`src/pev_pkg.sv`:
```
// constants, field layouts and carrier types of the exception vectoring block
package pev_pkg;

    // ------------------------------------------------------------------
    // register indices (byte address on the bus is four times the index)
    // ------------------------------------------------------------------
    localparam logic [7:0]  IDX_VECTOR_BASE   = 8'h10;
    localparam logic [7:0]  IDX_CFG_SELECT    = 8'h17;
    localparam logic [7:0]  IDX_CFG_WINDOW    = 8'h18;
    localparam int unsigned WINDOW_SIZE       = 8;

    // ------------------------------------------------------------------
    // field positions and reset values
    // ------------------------------------------------------------------
    localparam int unsigned SEL_LSB           = 3;
    localparam int unsigned SEL_MSB           = 6;
    localparam int unsigned LEVEL_MSB         = 2;
    localparam int unsigned BASE_LSB          = 9;
    localparam logic [15:0] VECTOR_BASE_RESET = 16'hFFFE;
    localparam logic [3:0]  CFG_SELECT_RESET  = 4'h0;
    localparam logic [2:0]  LEVEL_RESET       = 3'h1;
    localparam logic [2:0]  LEVEL_TOP         = 3'h7;

    // ------------------------------------------------------------------
    // vector locations
    // ------------------------------------------------------------------
    localparam logic [23:0] RESET_VECTOR      = 24'hFFFFFC;
    localparam logic [8:0]  OFS_TRAP_PAGE1    = 9'h1F8;
    localparam logic [8:0]  OFS_TRAP_PAGE2    = 9'h1F4;
    localparam logic [8:0]  OFS_SOFTWARE      = 9'h1F0;
    localparam logic [8:0]  OFS_SUPERVISOR    = 9'h1EC;
    localparam logic [8:0]  OFS_MACHINE       = 9'h1E8;
    localparam logic [8:0]  OFS_SPURIOUS      = 9'h1DC;
    localparam logic [8:0]  OFS_X_PIN         = 9'h1D8;
    localparam logic [8:0]  OFS_I_PIN         = 9'h1D4;
    localparam logic [8:0]  OFS_PERIPH_LO     = 9'h010;
    localparam logic [8:0]  OFS_PERIPH_HI     = 9'h1D0;
    localparam logic [6:0]  SLOT_LO           = 7'h04;
    localparam logic [6:0]  SLOT_I_PIN        = 7'h75;

    // ------------------------------------------------------------------
    // carrier types
    // ------------------------------------------------------------------
    typedef struct packed {
        logic       low_power;
        logic       x_mask;
        logic       i_mask;
        logic [2:0] processing_level;
    } pev_cpu_t;

    typedef struct packed {
        logic reset_req;
        logic trap_page1;
        logic trap_page2;
        logic software_interrupt;
        logic supervisor_call_request;
        logic machine_exception;
        logic spurious;
    } pev_nmi_t;

    typedef struct packed {
        logic        valid;
        logic [23:0] vector;
        logic [2:0]  level;
    } pev_exc_t;

    typedef enum logic [1:0] {
        PEV_BUS_IDLE = 2'b00,
        PEV_BUS_DATA = 2'b01
    } pev_bus_t;

endpackage

```
`src/pev_vectoring.sv`:
```
// prioritised exception vectoring with an ahb-lite register slave
`timescale 1ns/1ps
//
// Notes on behaviour
// - vector base is register bits plus nine zeros
// - reset vector always at FFFFFC
// - page-one opcode trap uses base plus 1F8
// - page-two opcode trap uses base plus 1F4
// - software interrupt uses base plus 1F0
// - supervisor call uses base plus 1EC
// - machine exception uses base plus 1E8
// - spurious interrupt uses base plus 1DC
// - x pin uses 1D8, gated by x mask
// - i pin uses 1D4, gated by i mask
// - up to 113 peripheral requests, 010..1D0
// - each i-maskable request has level one-seven
// - lower or equal levels blocked while servicing
// - winning request's vector handed to cpu
// - wake on eligible request or x pin
// - vector base, reserved, select register placement
// - vector base resets to FFFE
// - select bits 6:3 pick block of eight
// - window entries ascend with vector address
module pev_vectoring
    import pev_pkg::*;
#(
    parameter int unsigned NUM_SLOTS = 128
) (
    input  wire logic        sys_clk,
    input  wire logic        sys_rst,
    input  wire logic        hsel,
    input  wire logic [31:0] haddr,
    input  wire logic [1:0]  htrans,
    input  wire logic        hwrite,
    input  wire logic [2:0]  hsize,
    input  wire logic [31:0] hwdata,
    input  wire logic        hready,
    output logic             hreadyout,
    output logic             hresp,
    output logic [31:0]      hrdata,
    input  wire pev_cpu_t    cpu,
    input  wire pev_nmi_t    nmi,
    input  wire logic        x_masked_pin_request,
    input  wire logic        i_masked_pin_request,
    input  wire logic [NUM_SLOTS-1:0] periph_req,
    output pev_exc_t         exc,
    output logic             wakeup
);

    // ------------------------------------------------------------------
    // elaboration check
    // ------------------------------------------------------------------
    if (NUM_SLOTS != 128) begin : g_bad_slots
        $error("pev_vectoring: slot count must be 128");
    end

    // ------------------------------------------------------------------
    // helpers
    // ------------------------------------------------------------------
    // true for slots that own a priority level field and a vector
    function automatic logic is_cfg_slot(input logic [6:0] slot);
        is_cfg_slot = (slot >= SLOT_LO) && (slot <= SLOT_I_PIN);
    endfunction

    // vector address from the base register and a table offset
    function automatic logic [23:0] vec_at(input logic [15:0] base, input logic [8:0] ofs);
        vec_at = {base[15:1], ofs};
    endfunction

    // ------------------------------------------------------------------
    // registers and bus state
    // ------------------------------------------------------------------
    logic [15:0] vector_base;
    logic [3:0]  cfg_select;
    logic [2:0]  priority_level_field [NUM_SLOTS];
    pev_bus_t    bus_phase;
    logic        pend_write;
    logic [7:0]  pend_idx;
    logic        pend_mapped;

    logic        addr_take;
    logic        addr_ok;
    logic [6:0]  win_slot;

    // address phase is taken only on a selected, ready, non-idle transfer
    assign addr_take = hsel && hready && htrans[1];
    assign addr_ok   = (haddr[31:10] == 22'h000000) && (haddr[1:0] == 2'h0);
    assign win_slot  = {cfg_select, pend_idx[2:0]};

    // one wait state per transfer so write data and readback never race
    always_ff @(posedge sys_clk or posedge sys_rst) begin
        if (sys_rst) begin
            bus_phase   <= PEV_BUS_IDLE;
            hreadyout   <= 1'b1;
            pend_write  <= 1'b0;
            pend_idx    <= 8'h00;
            pend_mapped <= 1'b0;
        end else begin
            case (bus_phase)
                PEV_BUS_IDLE: begin
                    if (addr_take) begin
                        bus_phase   <= PEV_BUS_DATA;
                        hreadyout   <= 1'b0;
                        pend_write  <= hwrite;
                        pend_idx    <= haddr[9:2];
                        pend_mapped <= addr_ok;
                    end
                end
                PEV_BUS_DATA: begin
                    bus_phase <= PEV_BUS_IDLE;
                    hreadyout <= 1'b1;
                end
                default: begin
                    bus_phase <= PEV_BUS_IDLE;
                    hreadyout <= 1'b1;
                end
            endcase
        end
    end

    // responses are always okay; unmapped reads give zero
    always_ff @(posedge sys_clk or posedge sys_rst) begin
        if (sys_rst) begin
            hresp <= 1'b0;
        end else begin
            hresp <= 1'b0;
        end
    end

    // ------------------------------------------------------------------
    // register writes
    // ------------------------------------------------------------------
    logic do_write;
    assign do_write = (bus_phase == PEV_BUS_DATA) && pend_write && pend_mapped;

    // base and select; bit 0 of the base is hard zero
    always_ff @(posedge sys_clk or posedge sys_rst) begin
        if (sys_rst) begin
            vector_base <= VECTOR_BASE_RESET;
            cfg_select  <= CFG_SELECT_RESET;
        end else if (do_write) begin
            if (pend_idx == IDX_VECTOR_BASE) begin
                vector_base <= {hwdata[15:1], 1'b0};
            end
            if (pend_idx == IDX_CFG_SELECT) begin
                cfg_select <= hwdata[SEL_MSB:SEL_LSB];
            end
        end
    end

    // level table; slots without a vector keep their field but never win
    always_ff @(posedge sys_clk or posedge sys_rst) begin
        if (sys_rst) begin
            for (int i = 0; i < NUM_SLOTS; i++) begin
                priority_level_field[i] <= LEVEL_RESET;
            end
        end else if (do_write && (pend_idx[7:3] == IDX_CFG_WINDOW[7:3])) begin
            priority_level_field[win_slot] <= hwdata[LEVEL_MSB:0];
        end
    end

    // ------------------------------------------------------------------
    // register reads
    // ------------------------------------------------------------------
    logic [31:0] next_rdata;

    always_comb begin
        next_rdata = 32'h00000000;
        if (pend_mapped && !pend_write) begin
            if (pend_idx == IDX_VECTOR_BASE) begin
                next_rdata = {16'h0000, vector_base};
            end else if (pend_idx == IDX_CFG_SELECT) begin
                next_rdata = {25'h0000000, cfg_select, 3'h0};
            end else if (pend_idx[7:3] == IDX_CFG_WINDOW[7:3]) begin
                next_rdata = {29'h00000000, priority_level_field[win_slot]};
            end
        end
    end

    // read data is captured as the wait state ends
    always_ff @(posedge sys_clk or posedge sys_rst) begin
        if (sys_rst) begin
            hrdata <= 32'h00000000;
        end else if (bus_phase == PEV_BUS_DATA) begin
            hrdata <= next_rdata;
        end
    end

    // ------------------------------------------------------------------
    // eligibility of the i-maskable slots
    // ------------------------------------------------------------------
    logic [NUM_SLOTS-1:0] slot_eligible;

    for (genvar g = 0; g < NUM_SLOTS; g++) begin : g_slot
        logic req;
        // the i pin shares the table slot just above the peripherals
        assign req = (g == int'(SLOT_I_PIN)) ? (periph_req[g] | i_masked_pin_request)
                                             : periph_req[g];
        assign slot_eligible[g] = req && is_cfg_slot(7'(g)) && !cpu.i_mask
                                  && (priority_level_field[g] > cpu.processing_level);
    end

    // ------------------------------------------------------------------
    // level arbitration over the slots
    // ------------------------------------------------------------------
    logic [2:0] best_level;
    logic [6:0] best_slot;

    // ascending scan with >= lets the higher vector address take a tie
    always_comb begin
        best_level = 3'h0;
        best_slot  = 7'h00;
        for (int i = 0; i < NUM_SLOTS; i++) begin
            if (slot_eligible[i] && (priority_level_field[i] >= best_level)) begin
                best_level = priority_level_field[i];
                best_slot  = 7'(i);
            end
        end
    end

    // ------------------------------------------------------------------
    // overall priority and vector selection
    // ------------------------------------------------------------------
    pev_exc_t next_exc;
    logic     x_pin_take;
    logic     next_wake;

    assign x_pin_take = x_masked_pin_request && !cpu.x_mask;

    // fixed order: reset, traps, calls, machine, x pin, levels, spurious
    always_comb begin
        next_exc = '{valid: 1'b1, vector: 24'h000000, level: LEVEL_TOP};
        if (nmi.reset_req) begin
            next_exc.vector = RESET_VECTOR;
        end else if (nmi.trap_page1) begin
            next_exc.vector = vec_at(vector_base, OFS_TRAP_PAGE1);
        end else if (nmi.trap_page2) begin
            next_exc.vector = vec_at(vector_base, OFS_TRAP_PAGE2);
        end else if (nmi.software_interrupt) begin
            next_exc.vector = vec_at(vector_base, OFS_SOFTWARE);
        end else if (nmi.supervisor_call_request) begin
            next_exc.vector = vec_at(vector_base, OFS_SUPERVISOR);
        end else if (nmi.machine_exception) begin
            next_exc.vector = vec_at(vector_base, OFS_MACHINE);
        end else if (x_pin_take) begin
            next_exc.vector = vec_at(vector_base, OFS_X_PIN);
        end else if (best_level != 3'h0) begin
            next_exc.vector = vec_at(vector_base, {best_slot, 2'h0});
            next_exc.level  = best_level;
        end else if (nmi.spurious) begin
            next_exc.vector = vec_at(vector_base, OFS_SPURIOUS);
        end else begin
            next_exc.valid = 1'b0;
            next_exc.level = 3'h0;
        end
    end

    // the x pin wakes the core even while its mask is set
    assign next_wake = cpu.low_power && (next_exc.valid || x_masked_pin_request);

    // presented vector and wake are registered for clean cpu timing
    always_ff @(posedge sys_clk or posedge sys_rst) begin
        if (sys_rst) begin
            exc    <= '{valid: 1'b0, vector: 24'h000000, level: 3'h0};
            wakeup <= 1'b0;
        end else begin
            exc    <= next_exc;
            wakeup <= next_wake;
        end
    end

    // ------------------------------------------------------------------
    // checks
    // ------------------------------------------------------------------
    logic nmi_upper;
    assign nmi_upper = nmi.reset_req | nmi.trap_page1 | nmi.trap_page2
                       | nmi.software_interrupt | nmi.supervisor_call_request
                       | nmi.machine_exception;

    a_base_upper: assert property (@(posedge sys_clk) disable iff (sys_rst)
        (!nmi.reset_req && (nmi_upper || x_pin_take || best_level != 3'h0))
        |=> exc.valid && (exc.vector[23:BASE_LSB] == $past(vector_base[15:1])))
        else $error("vector does not sit on the base");

    a_reset_vector: assert property (@(posedge sys_clk) disable iff (sys_rst)
        nmi.reset_req |=> exc.valid && exc.vector == RESET_VECTOR)
        else $error("reset vector moved");

    a_trap_one: assert property (@(posedge sys_clk) disable iff (sys_rst)
        (nmi.trap_page1 && !nmi.reset_req)
        |=> exc.vector[8:0] == OFS_TRAP_PAGE1)
        else $error("page one trap vector wrong");

    a_trap_two: assert property (@(posedge sys_clk) disable iff (sys_rst)
        (nmi.trap_page2 && !nmi.reset_req && !nmi.trap_page1)
        |=> exc.vector[8:0] == OFS_TRAP_PAGE2)
        else $error("page two trap vector wrong");

    a_soft_call: assert property (@(posedge sys_clk) disable iff (sys_rst)
        (nmi.software_interrupt && !nmi.reset_req && !nmi.trap_page1
         && !nmi.trap_page2) |=> exc.vector[8:0] == OFS_SOFTWARE)
        else $error("software interrupt vector wrong");

    a_x_masked: assert property (@(posedge sys_clk) disable iff (sys_rst)
        (cpu.x_mask && !nmi_upper && !nmi.spurious && best_level == 3'h0)
        |=> !exc.valid)
        else $error("masked x pin was vectored");

    a_spurious_last: assert property (@(posedge sys_clk) disable iff (sys_rst)
        (nmi.spurious && !nmi_upper && !x_pin_take && best_level == 3'h0)
        ##1 exc.valid |-> exc.vector[8:0] == OFS_SPURIOUS)
        else $error("spurious vector wrong");

    a_level_nest: assert property (@(posedge sys_clk) disable iff (sys_rst)
        (exc.valid && exc.vector[8:0] <= OFS_I_PIN)
        |-> exc.level > $past(cpu.processing_level))
        else $error("level not above processing level");

    a_x_wake: assert property (@(posedge sys_clk) disable iff (sys_rst)
        (cpu.low_power && x_masked_pin_request) |=> wakeup)
        else $error("x pin did not wake");

    a_base_reset: assert property (@(posedge sys_clk) disable iff (sys_rst)
        $past(sys_rst) |-> vector_base == VECTOR_BASE_RESET)
        else $error("vector base reset value wrong");

    a_super_call: assert property (@(posedge sys_clk) disable iff (sys_rst)
        (nmi.supervisor_call_request && !nmi.reset_req && !nmi.trap_page1
         && !nmi.trap_page2 && !nmi.software_interrupt)
        |=> exc.vector[8:0] == OFS_SUPERVISOR)
        else $error("supervisor call vector wrong");

    a_machine_exc: assert property (@(posedge sys_clk) disable iff (sys_rst)
        (nmi.machine_exception && !nmi.reset_req && !nmi.trap_page1 && !nmi.trap_page2
         && !nmi.software_interrupt && !nmi.supervisor_call_request)
        |=> exc.vector[8:0] == OFS_MACHINE)
        else $error("machine exception vector wrong");

    a_i_masked: assert property (@(posedge sys_clk) disable iff (sys_rst)
        (cpu.i_mask && !nmi_upper && !x_pin_take && !nmi.spurious)
        |=> !exc.valid)
        else $error("masked i request was vectored");

    a_wake_valid: assert property (@(posedge sys_clk) disable iff (sys_rst)
        (exc.valid && $past(cpu.low_power)) |-> wakeup)
        else $error("valid vector did not wake");

    a_select_write: assert property (@(posedge sys_clk) disable iff (sys_rst)
        (do_write && pend_idx == IDX_CFG_SELECT)
        |=> cfg_select == $past(hwdata[SEL_MSB:SEL_LSB]))
        else $error("select register write lost");

endmodule

```
`config.mk`:
```
export PLATFORM = sky130hd
export DESIGN_NAME = pev_vectoring
export DESIGN_NICKNAME = d
export VERILOG_FILES = /design/src/pev_pkg.sv /design/src/pev_vectoring.sv
export SDC_FILE = /design/constraint.sdc
export NUM_CORES = 2
export LEC_CHECK = 0
export BUFFER_PORTS_ARGS = -buffer_cell sky130_fd_sc_hd__buf_4
export CAP_MARGIN = 10
export CELL_PAD_IN_SITES_DETAIL_PLACEMENT = 0
export CELL_PAD_IN_SITES_GLOBAL_PLACEMENT = 1
export CORE_ASPECT_RATIO = 1.1
export CORE_MARGIN = 1.5
export CORE_UTILIZATION = 26
export CTS_CLUSTER_SIZE = 16
export DETAILED_ROUTE_END_ITERATION = 12
export PLACE_DENSITY_LB_ADDON = 0.1
export SYNTH_ARGS = -nofsm -noshare
export SYNTH_HDL_FRONTEND = slang
export SYNTH_SLANG_ARGS = --single-unit
```
`constraint.sdc`:
```
create_clock -name sys_clk -period 137.3 [get_ports sys_clk]
set_input_delay 6.865 -clock sys_clk [delete_from_list [all_inputs] [get_ports sys_clk]]
set_output_delay 6.865 -clock sys_clk [all_outputs]
set_load 0.1 [all_outputs]
```
# ---- Word-level counts from Yosys, hierarchy flattened
# Cells that the tools add are included.
dict set report word_totals {
  ff_bits 477
  in_bits 217
  out_inout_bits 63
  wordCells 1008
}
dict set report op_classes {
  order_cmp 230
  n_eq_ne 5
  muxes 268
  bitwise_logic 2
  reduce_logical 363
}
# operator count
set op_table {}
lappend op_table {{2-to-1 mux 7 bit} 114}
lappend op_table {{bitwise mux 384 bit} 1}
lappend op_table {{2-to-1 mux 3 bit} 127}
lappend op_table {{logical AND 1 bit} 352}
lappend op_table {{greater-than comparator 3 bit} 114}
lappend op_table {{greater-or-equal comparator 3 bit} 113}
lappend op_table {{2-to-1 mux 24 bit} 8}
lappend op_table {{2-to-1 mux 16 bit} 2}
lappend op_table {{2-to-1 mux 27 bit} 1}
lappend op_table {{zero test 22 bit} 1}
lappend op_table {{binary-select mux 3 bit (select 7 bit)} 1}
lappend op_table {{demux 3 bit (select 7 bit)} 1}
lappend op_table {{== test 8 x 5 -> 1 bit, second input constant} 2}
lappend op_table {{2-to-1 mux 1 bit} 11}
lappend op_table {{greater-or-equal comparator 8 bit, second input constant} 1}
lappend op_table {{< comparator 8 x 1 -> 1 bit, second input constant} 1}
lappend op_table {{NOT 7 -> 8 bit} 1}
lappend op_table {{AND reduction 2 bit} 3}
lappend op_table {{== test 5 x 2 -> 1 bit, second input constant} 1}
lappend op_table {{zero test 2 bit} 2}
lappend op_table {{2-to-1 mux 2 bit} 2}
lappend op_table {{greater-or-equal comparator 3 x 1 -> 1 bit, second input constant} 1}
lappend op_table {{zero test 1 bit} 3}
lappend op_table {{nonzero test 3 bit} 1}
lappend op_table {{other kinds (4)} 4}

# ---- Depth between registers and ports, before layout
dict set report logic_depth {
  depth_word 355
  depth_mapped 783
  ltp_nobuf 777
}

# ---- Least setup slack after synthesis
# OpenSTA, ideal clock, no wires.
dict set report synth_path {
  path_kind {input to register}
  startpoint {input port cpu[1] (netlist name)}
  endpoint {register exc[16] (netlist name)}
  setup_time_ns 0.117
  arrival_ns 158.642
  required_time_ns 137.183
  path_slack_ns -21.459
  cell_stages 754
  n_path_buf 7
  path_cell_list {inv_1 > ha_1 > nor2b_1 > o21ai_0 > a21oi_1 > and2_1 > ha_1 > nand2b_1 > a31oi_1 > nor3_2 > mux2_2 > ha_1 > nand2b_1 > o21a_1 > o211ai_1 > a21o_1 > mux2i_1 > inv_1 > [... 718 more ...] > ha_1 > nand2b_1 > a21o_1 > maj3_1 > and2_1 > clkbuf_1 > o31ai_1 > o21ba_4 > ha_1 > nand2b_1 > a21oi_1 > nor2b_1 > o221ai_1 > nand2_1 > o31a_2 > nor3_4 > buf_6 > nor2_2}
}
# element line_no
set synth_lines {}
lappend synth_lines {{start: declaration} pev_vectoring.sv:41} ;# input wire pev_cpu_t cpu,
lappend synth_lines {{end signal: assignment} pev_vectoring.sv:264} ;# exc <= '{valid: 1'b0, vector: 24'h000000, level: 3'h0};
lappend synth_lines {{end signal: assignment} pev_vectoring.sv:267} ;# exc <= next_exc;
lappend synth_lines {{end: declaration} pev_vectoring.sv:46} ;# output pev_exc_t exc,

==> reports/results.tsv <==
stage	metric	value	unit
clocking	clock sinks	458	
global_route	total global-route track usage	21.6	%
die	number of I/O pins	280	
power_and_ir_drop	Logic pwr share	61.9	%
power_and_ir_drop	switching share of power	38.6	%
status	failing checks	setup timing	
routing	post-route ant nets	0	
worst_setup_path	most frequent CP cell	nand2b_4	
die	die width	400	um
placement	gpl congestion	0.845	
routing	drt pass-1 iters	6	
clocking	Num CTS Buffers	66	
worst_setup_path	Largest stage delay, worst path	0.56	ns
routing	DRC viols	0	
final_layout	share of cells above drive strength 1	43.7	%
yosys	Mean Syn Cell Area	8.84	um2
yosys	Synth area leaders	dfrtp_1, ha_1, mux2_2	
worst_setup_path	Max FO, Critical Path	6	
power_and_ir_drop	Psw	0.000325	W
final_layout	commonest cells after routing, fill and taps aside	buf_4, nand2_1, ha_1	
power_and_ir_drop	PD cells	13.1	nW/um2
placement	Post-Place Worst Slack	-11.93	ns
yosys	yosys synthesis warning count	0	
timing	Final min period	145.40	ns
timing	worst clock skew	0.0310	ns
final_layout	most common cell after layout, fill and taps aside	buf_4	
final_layout	area delta synth->final	43.0	%
die	die area	176000	um2
clocking	Worst-Skew Late Latency	0.64	ns
timing	achievable clock frequency	6.88	MHz
timing	max_slew headroom	22.1	%
clocking	clk root buf	clkbuf_16	
timing	fin crit share	106	%
worst_hold_path	Hold Path Stages	2	
clocking	Worst-path clk slew	0.05	ns
placement	I/O Buffers	226	
job	total of max-cap violations	0	
timing	TNS Setup	-216.91	ns
worst_setup_path	WP data required	137.81	ns
power_and_ir_drop	sequential share of power	17.0	%
yosys	Seq/Total Area, Yosys	25.8	%
yosys	Post-synth EDFFs	0	
yosys	Main synth FF type	dfrtp_1	
power_and_ir_drop	internal power	0.000518	W
worst_setup_path	CP max-delay cell	or4_4	
clocking	CTS H-tree depth	3	
routing	First DRT Iteration DRCs	1971	
routing	total wire length	196000	um
routing	Via density	5.22	
clocking	Bufs on Longest Clock Path	3	
worst_setup_path	Crit Path Category	in2reg	
yosys	synthesized area	45100	um2
global_route	largest net degree at the start of global routing	77	
timing	Setup Viol. Count Final	27	
yosys	asr flop ratio synth	100	%
die	Initial Utilization	26.1	%
power_and_ir_drop	leakage power	29.2	nW
yosys	Synth Instances	5105	
timing	count of final hold-check violations	0	
routing	routed via count	45800	
power_and_ir_drop	Overall Power	0.000843	W
worst_setup_path	WP data arrival	145.92	ns
worst_setup_path	worst-case reg-to-reg path depth	759	
final_layout	fin area	64500	um2
placement	DP HPWL	148000	um
die	row cnt	160	
timing	pins over their slew limit	0	
yosys	#FFs+latches synth	458	
worst_setup_path	critical path launch point type	primary input	
timing	final worst slack	-8.10	ns
final_layout	Layout fillers	17800	
power_and_ir_drop	Clk network pwr share	21.1	%
placement	placed inst area	58400	um2
clocking	CTS tree	built	
power_and_ir_drop	IR Drop Worst-Case VDD	0.0108	mV
status	status	finished with violations	
final_layout	Nets	7169	
placement	placed cells	8339	
worst_setup_path	Crit. End Element	flop	
timing	RSZ-0062 raised after global routing	yes	
yosys	top-area cell type share of the netlist area	17.4	%
final_layout	final std cells w/o fill	8764	
global_route	antenna violations before repair	10	
routing	routed len/inst	22.4	um
worst_setup_path	R2R Setup Slk	-2.07	ns
yosys	Synth cell types	155	
global_route	first-pass GRT wire length	291000	um
global_route	number of global-route vias before repair	46000	
timing	Worst Max-Slew Pin Slew	1.15	ns
yosys	post-synth top area cell	dfrtp_1	
global_route	Overflow after GRT	0	
worst_hold_path	Worst Hold Class	reg2reg	
die	core area	173000	um2
die	die height	440	um
[what timing repair did]
item                                    4_1_cts  5_1_grt
pin swaps                                   173      361
hold endpoints to repair                      0        0
cloned                                        1        0
buffers inserted                            197      107
gates resized for setup                      78      229
endpoints found under the setup margin       27       27
hold buffers                                  0        0
[cells by family after synthesis]
logic type	Yosys count	synth area share, %
and+or+nand+nor	1710	19.0
AOI/OAI and AO/OA	1579	26.4
adders and majority gates	562	15.3
DFF	458	25.8
buffers and inverters	425	4.03
muxes	370	9.46
other	1	0.00831
[state kept, by name, indices dropped and copies added (netlist names)]
| register | cells |
|---|---|
| wakeup | 1 |
| bus_phase | 1 |
| pend_mapped | 1 |
| vector_base | 15 |
| pend_write | 1 |
| cfg_select | 4 |
| hreadyout | 1 |
| exc | 26 |
| pend_idx | 8 |
| hrdata | 16 |
| priority_level_field | 384 |
[synthesized netlist by cell type, types with 15 or more instances]
| cell | count |
|---|---|
| ha_1 | 510 |
| nand2_1 | 504 |
| mux2_2 | 338 |
| nor2_1 | 318 |
| dfrtp_1 | 314 |
| o21ai_0 | 284 |
| inv_1 | 248 |
| nand3_1 | 204 |
| o21a_1 | 180 |
| a21oi_1 | 171 |
| a22oi_1 | 165 |
| nor2b_1 | 148 |
| dfstp_2 | 144 |
| clkbuf_1 | 111 |
| nand2b_1 | 104 |
| o2111a_1 | 102 |
| and2_1 | 83 |
| a31oi_1 | 59 |
| nand4_1 | 59 |
| nor3_1 | 58 |
| o211ai_1 | 55 |
| a21o_1 | 50 |
| and3_1 | 49 |
| maj3_1 | 46 |
| o21ai_1 | 37 |
| o31ai_1 | 32 |
| o22ai_1 | 31 |
| or2_2 | 31 |
| a211oi_1 | 30 |
| a221oi_1 | 28 |
| buf_4 | 23 |
| or3_1 | 20 |
| nor4_1 | 18 |
| a21boi_0 | 17 |
| o2111ai_1 | 17 |
| a22o_1 | 16 |
| mux2_4 | 16 |
| buf_1 | 15 |
| buf_6 | 15 |
[metrics by stage]
stage          utilization [%]  hold slack (ns)
3_5_place_dp              33.9            0.468
6_report                  37.4            0.476
2_1_floorplan                -            0.438
5_1_grt                   37.4            0.507
3_3_place_gp              33.9            0.459
4_1_cts                   36.3            0.480
[power groups by stage]
stage	sequential (W)	clock (W)	combinational [W]
floorplan	0.000146	0	0.000279
global placement	0.000146	0	0.000459
detailed placement	0.000146	0	0.000461
CTS	0.000144	0.000183	0.000493
global route	0.000144	0.000188	0.000566
finish	0.000144	0.000178	0.000521
[area by class of cell]
| cell class | count | area [um2] | area share [%] |
|---|---|---|---|
| inverter | 254 | 983 | 1.52 |
| clock inverter | 26 | 274 | 0.425 |
| timing repair buffer | 1422 | 10800 | 16.7 |
| multi-input combinational | 4240 | 36000 | 55.8 |
| clock buffer | 95 | 1960 | 3.04 |
| tap | 2268 | 2840 | 4.40 |
| sequential | 458 | 11600 | 18.1 |
| antenna | 1 | 2.50 | 0.00388 |
[critical path: cells and delay by family]
kind,cells,cell delay (ns)
multiplexers,72,23.10
buffers and inverters,30,3.04
adder cells (fa/ha/maj),207,54.72
AND/OR/NAND/NOR,307,40.47
AO/OA/AOI/OAI,310,50.42
[routing by layer]
metal | part of all wire, % | vias up | GRT usage (%)
li1 | - | 22100 | -
met1 | 46 | 22700 | 28.4
met2 | 48 | 831 | 37.6
met3 | 3.5 | 229 | 2.25
met4 | 2.6 | 6 | 5.42
met5 | 0.021 | - | 0
[worst paths after layout]
kind,from,end
worst min-delay path,pend_idx[7],pend_idx[7]
min in group asynchronous,sys_rst,priority_level_field[344]
worst min register to register,pend_idx[7],pend_idx[7]
worst max-delay path,cpu[1],wakeup
worst max register to register,priority_level_field[369],wakeup
max in group asynchronous,sys_rst,priority_level_field[253]
Note: power is estimated with default switching activity, not from simulation.
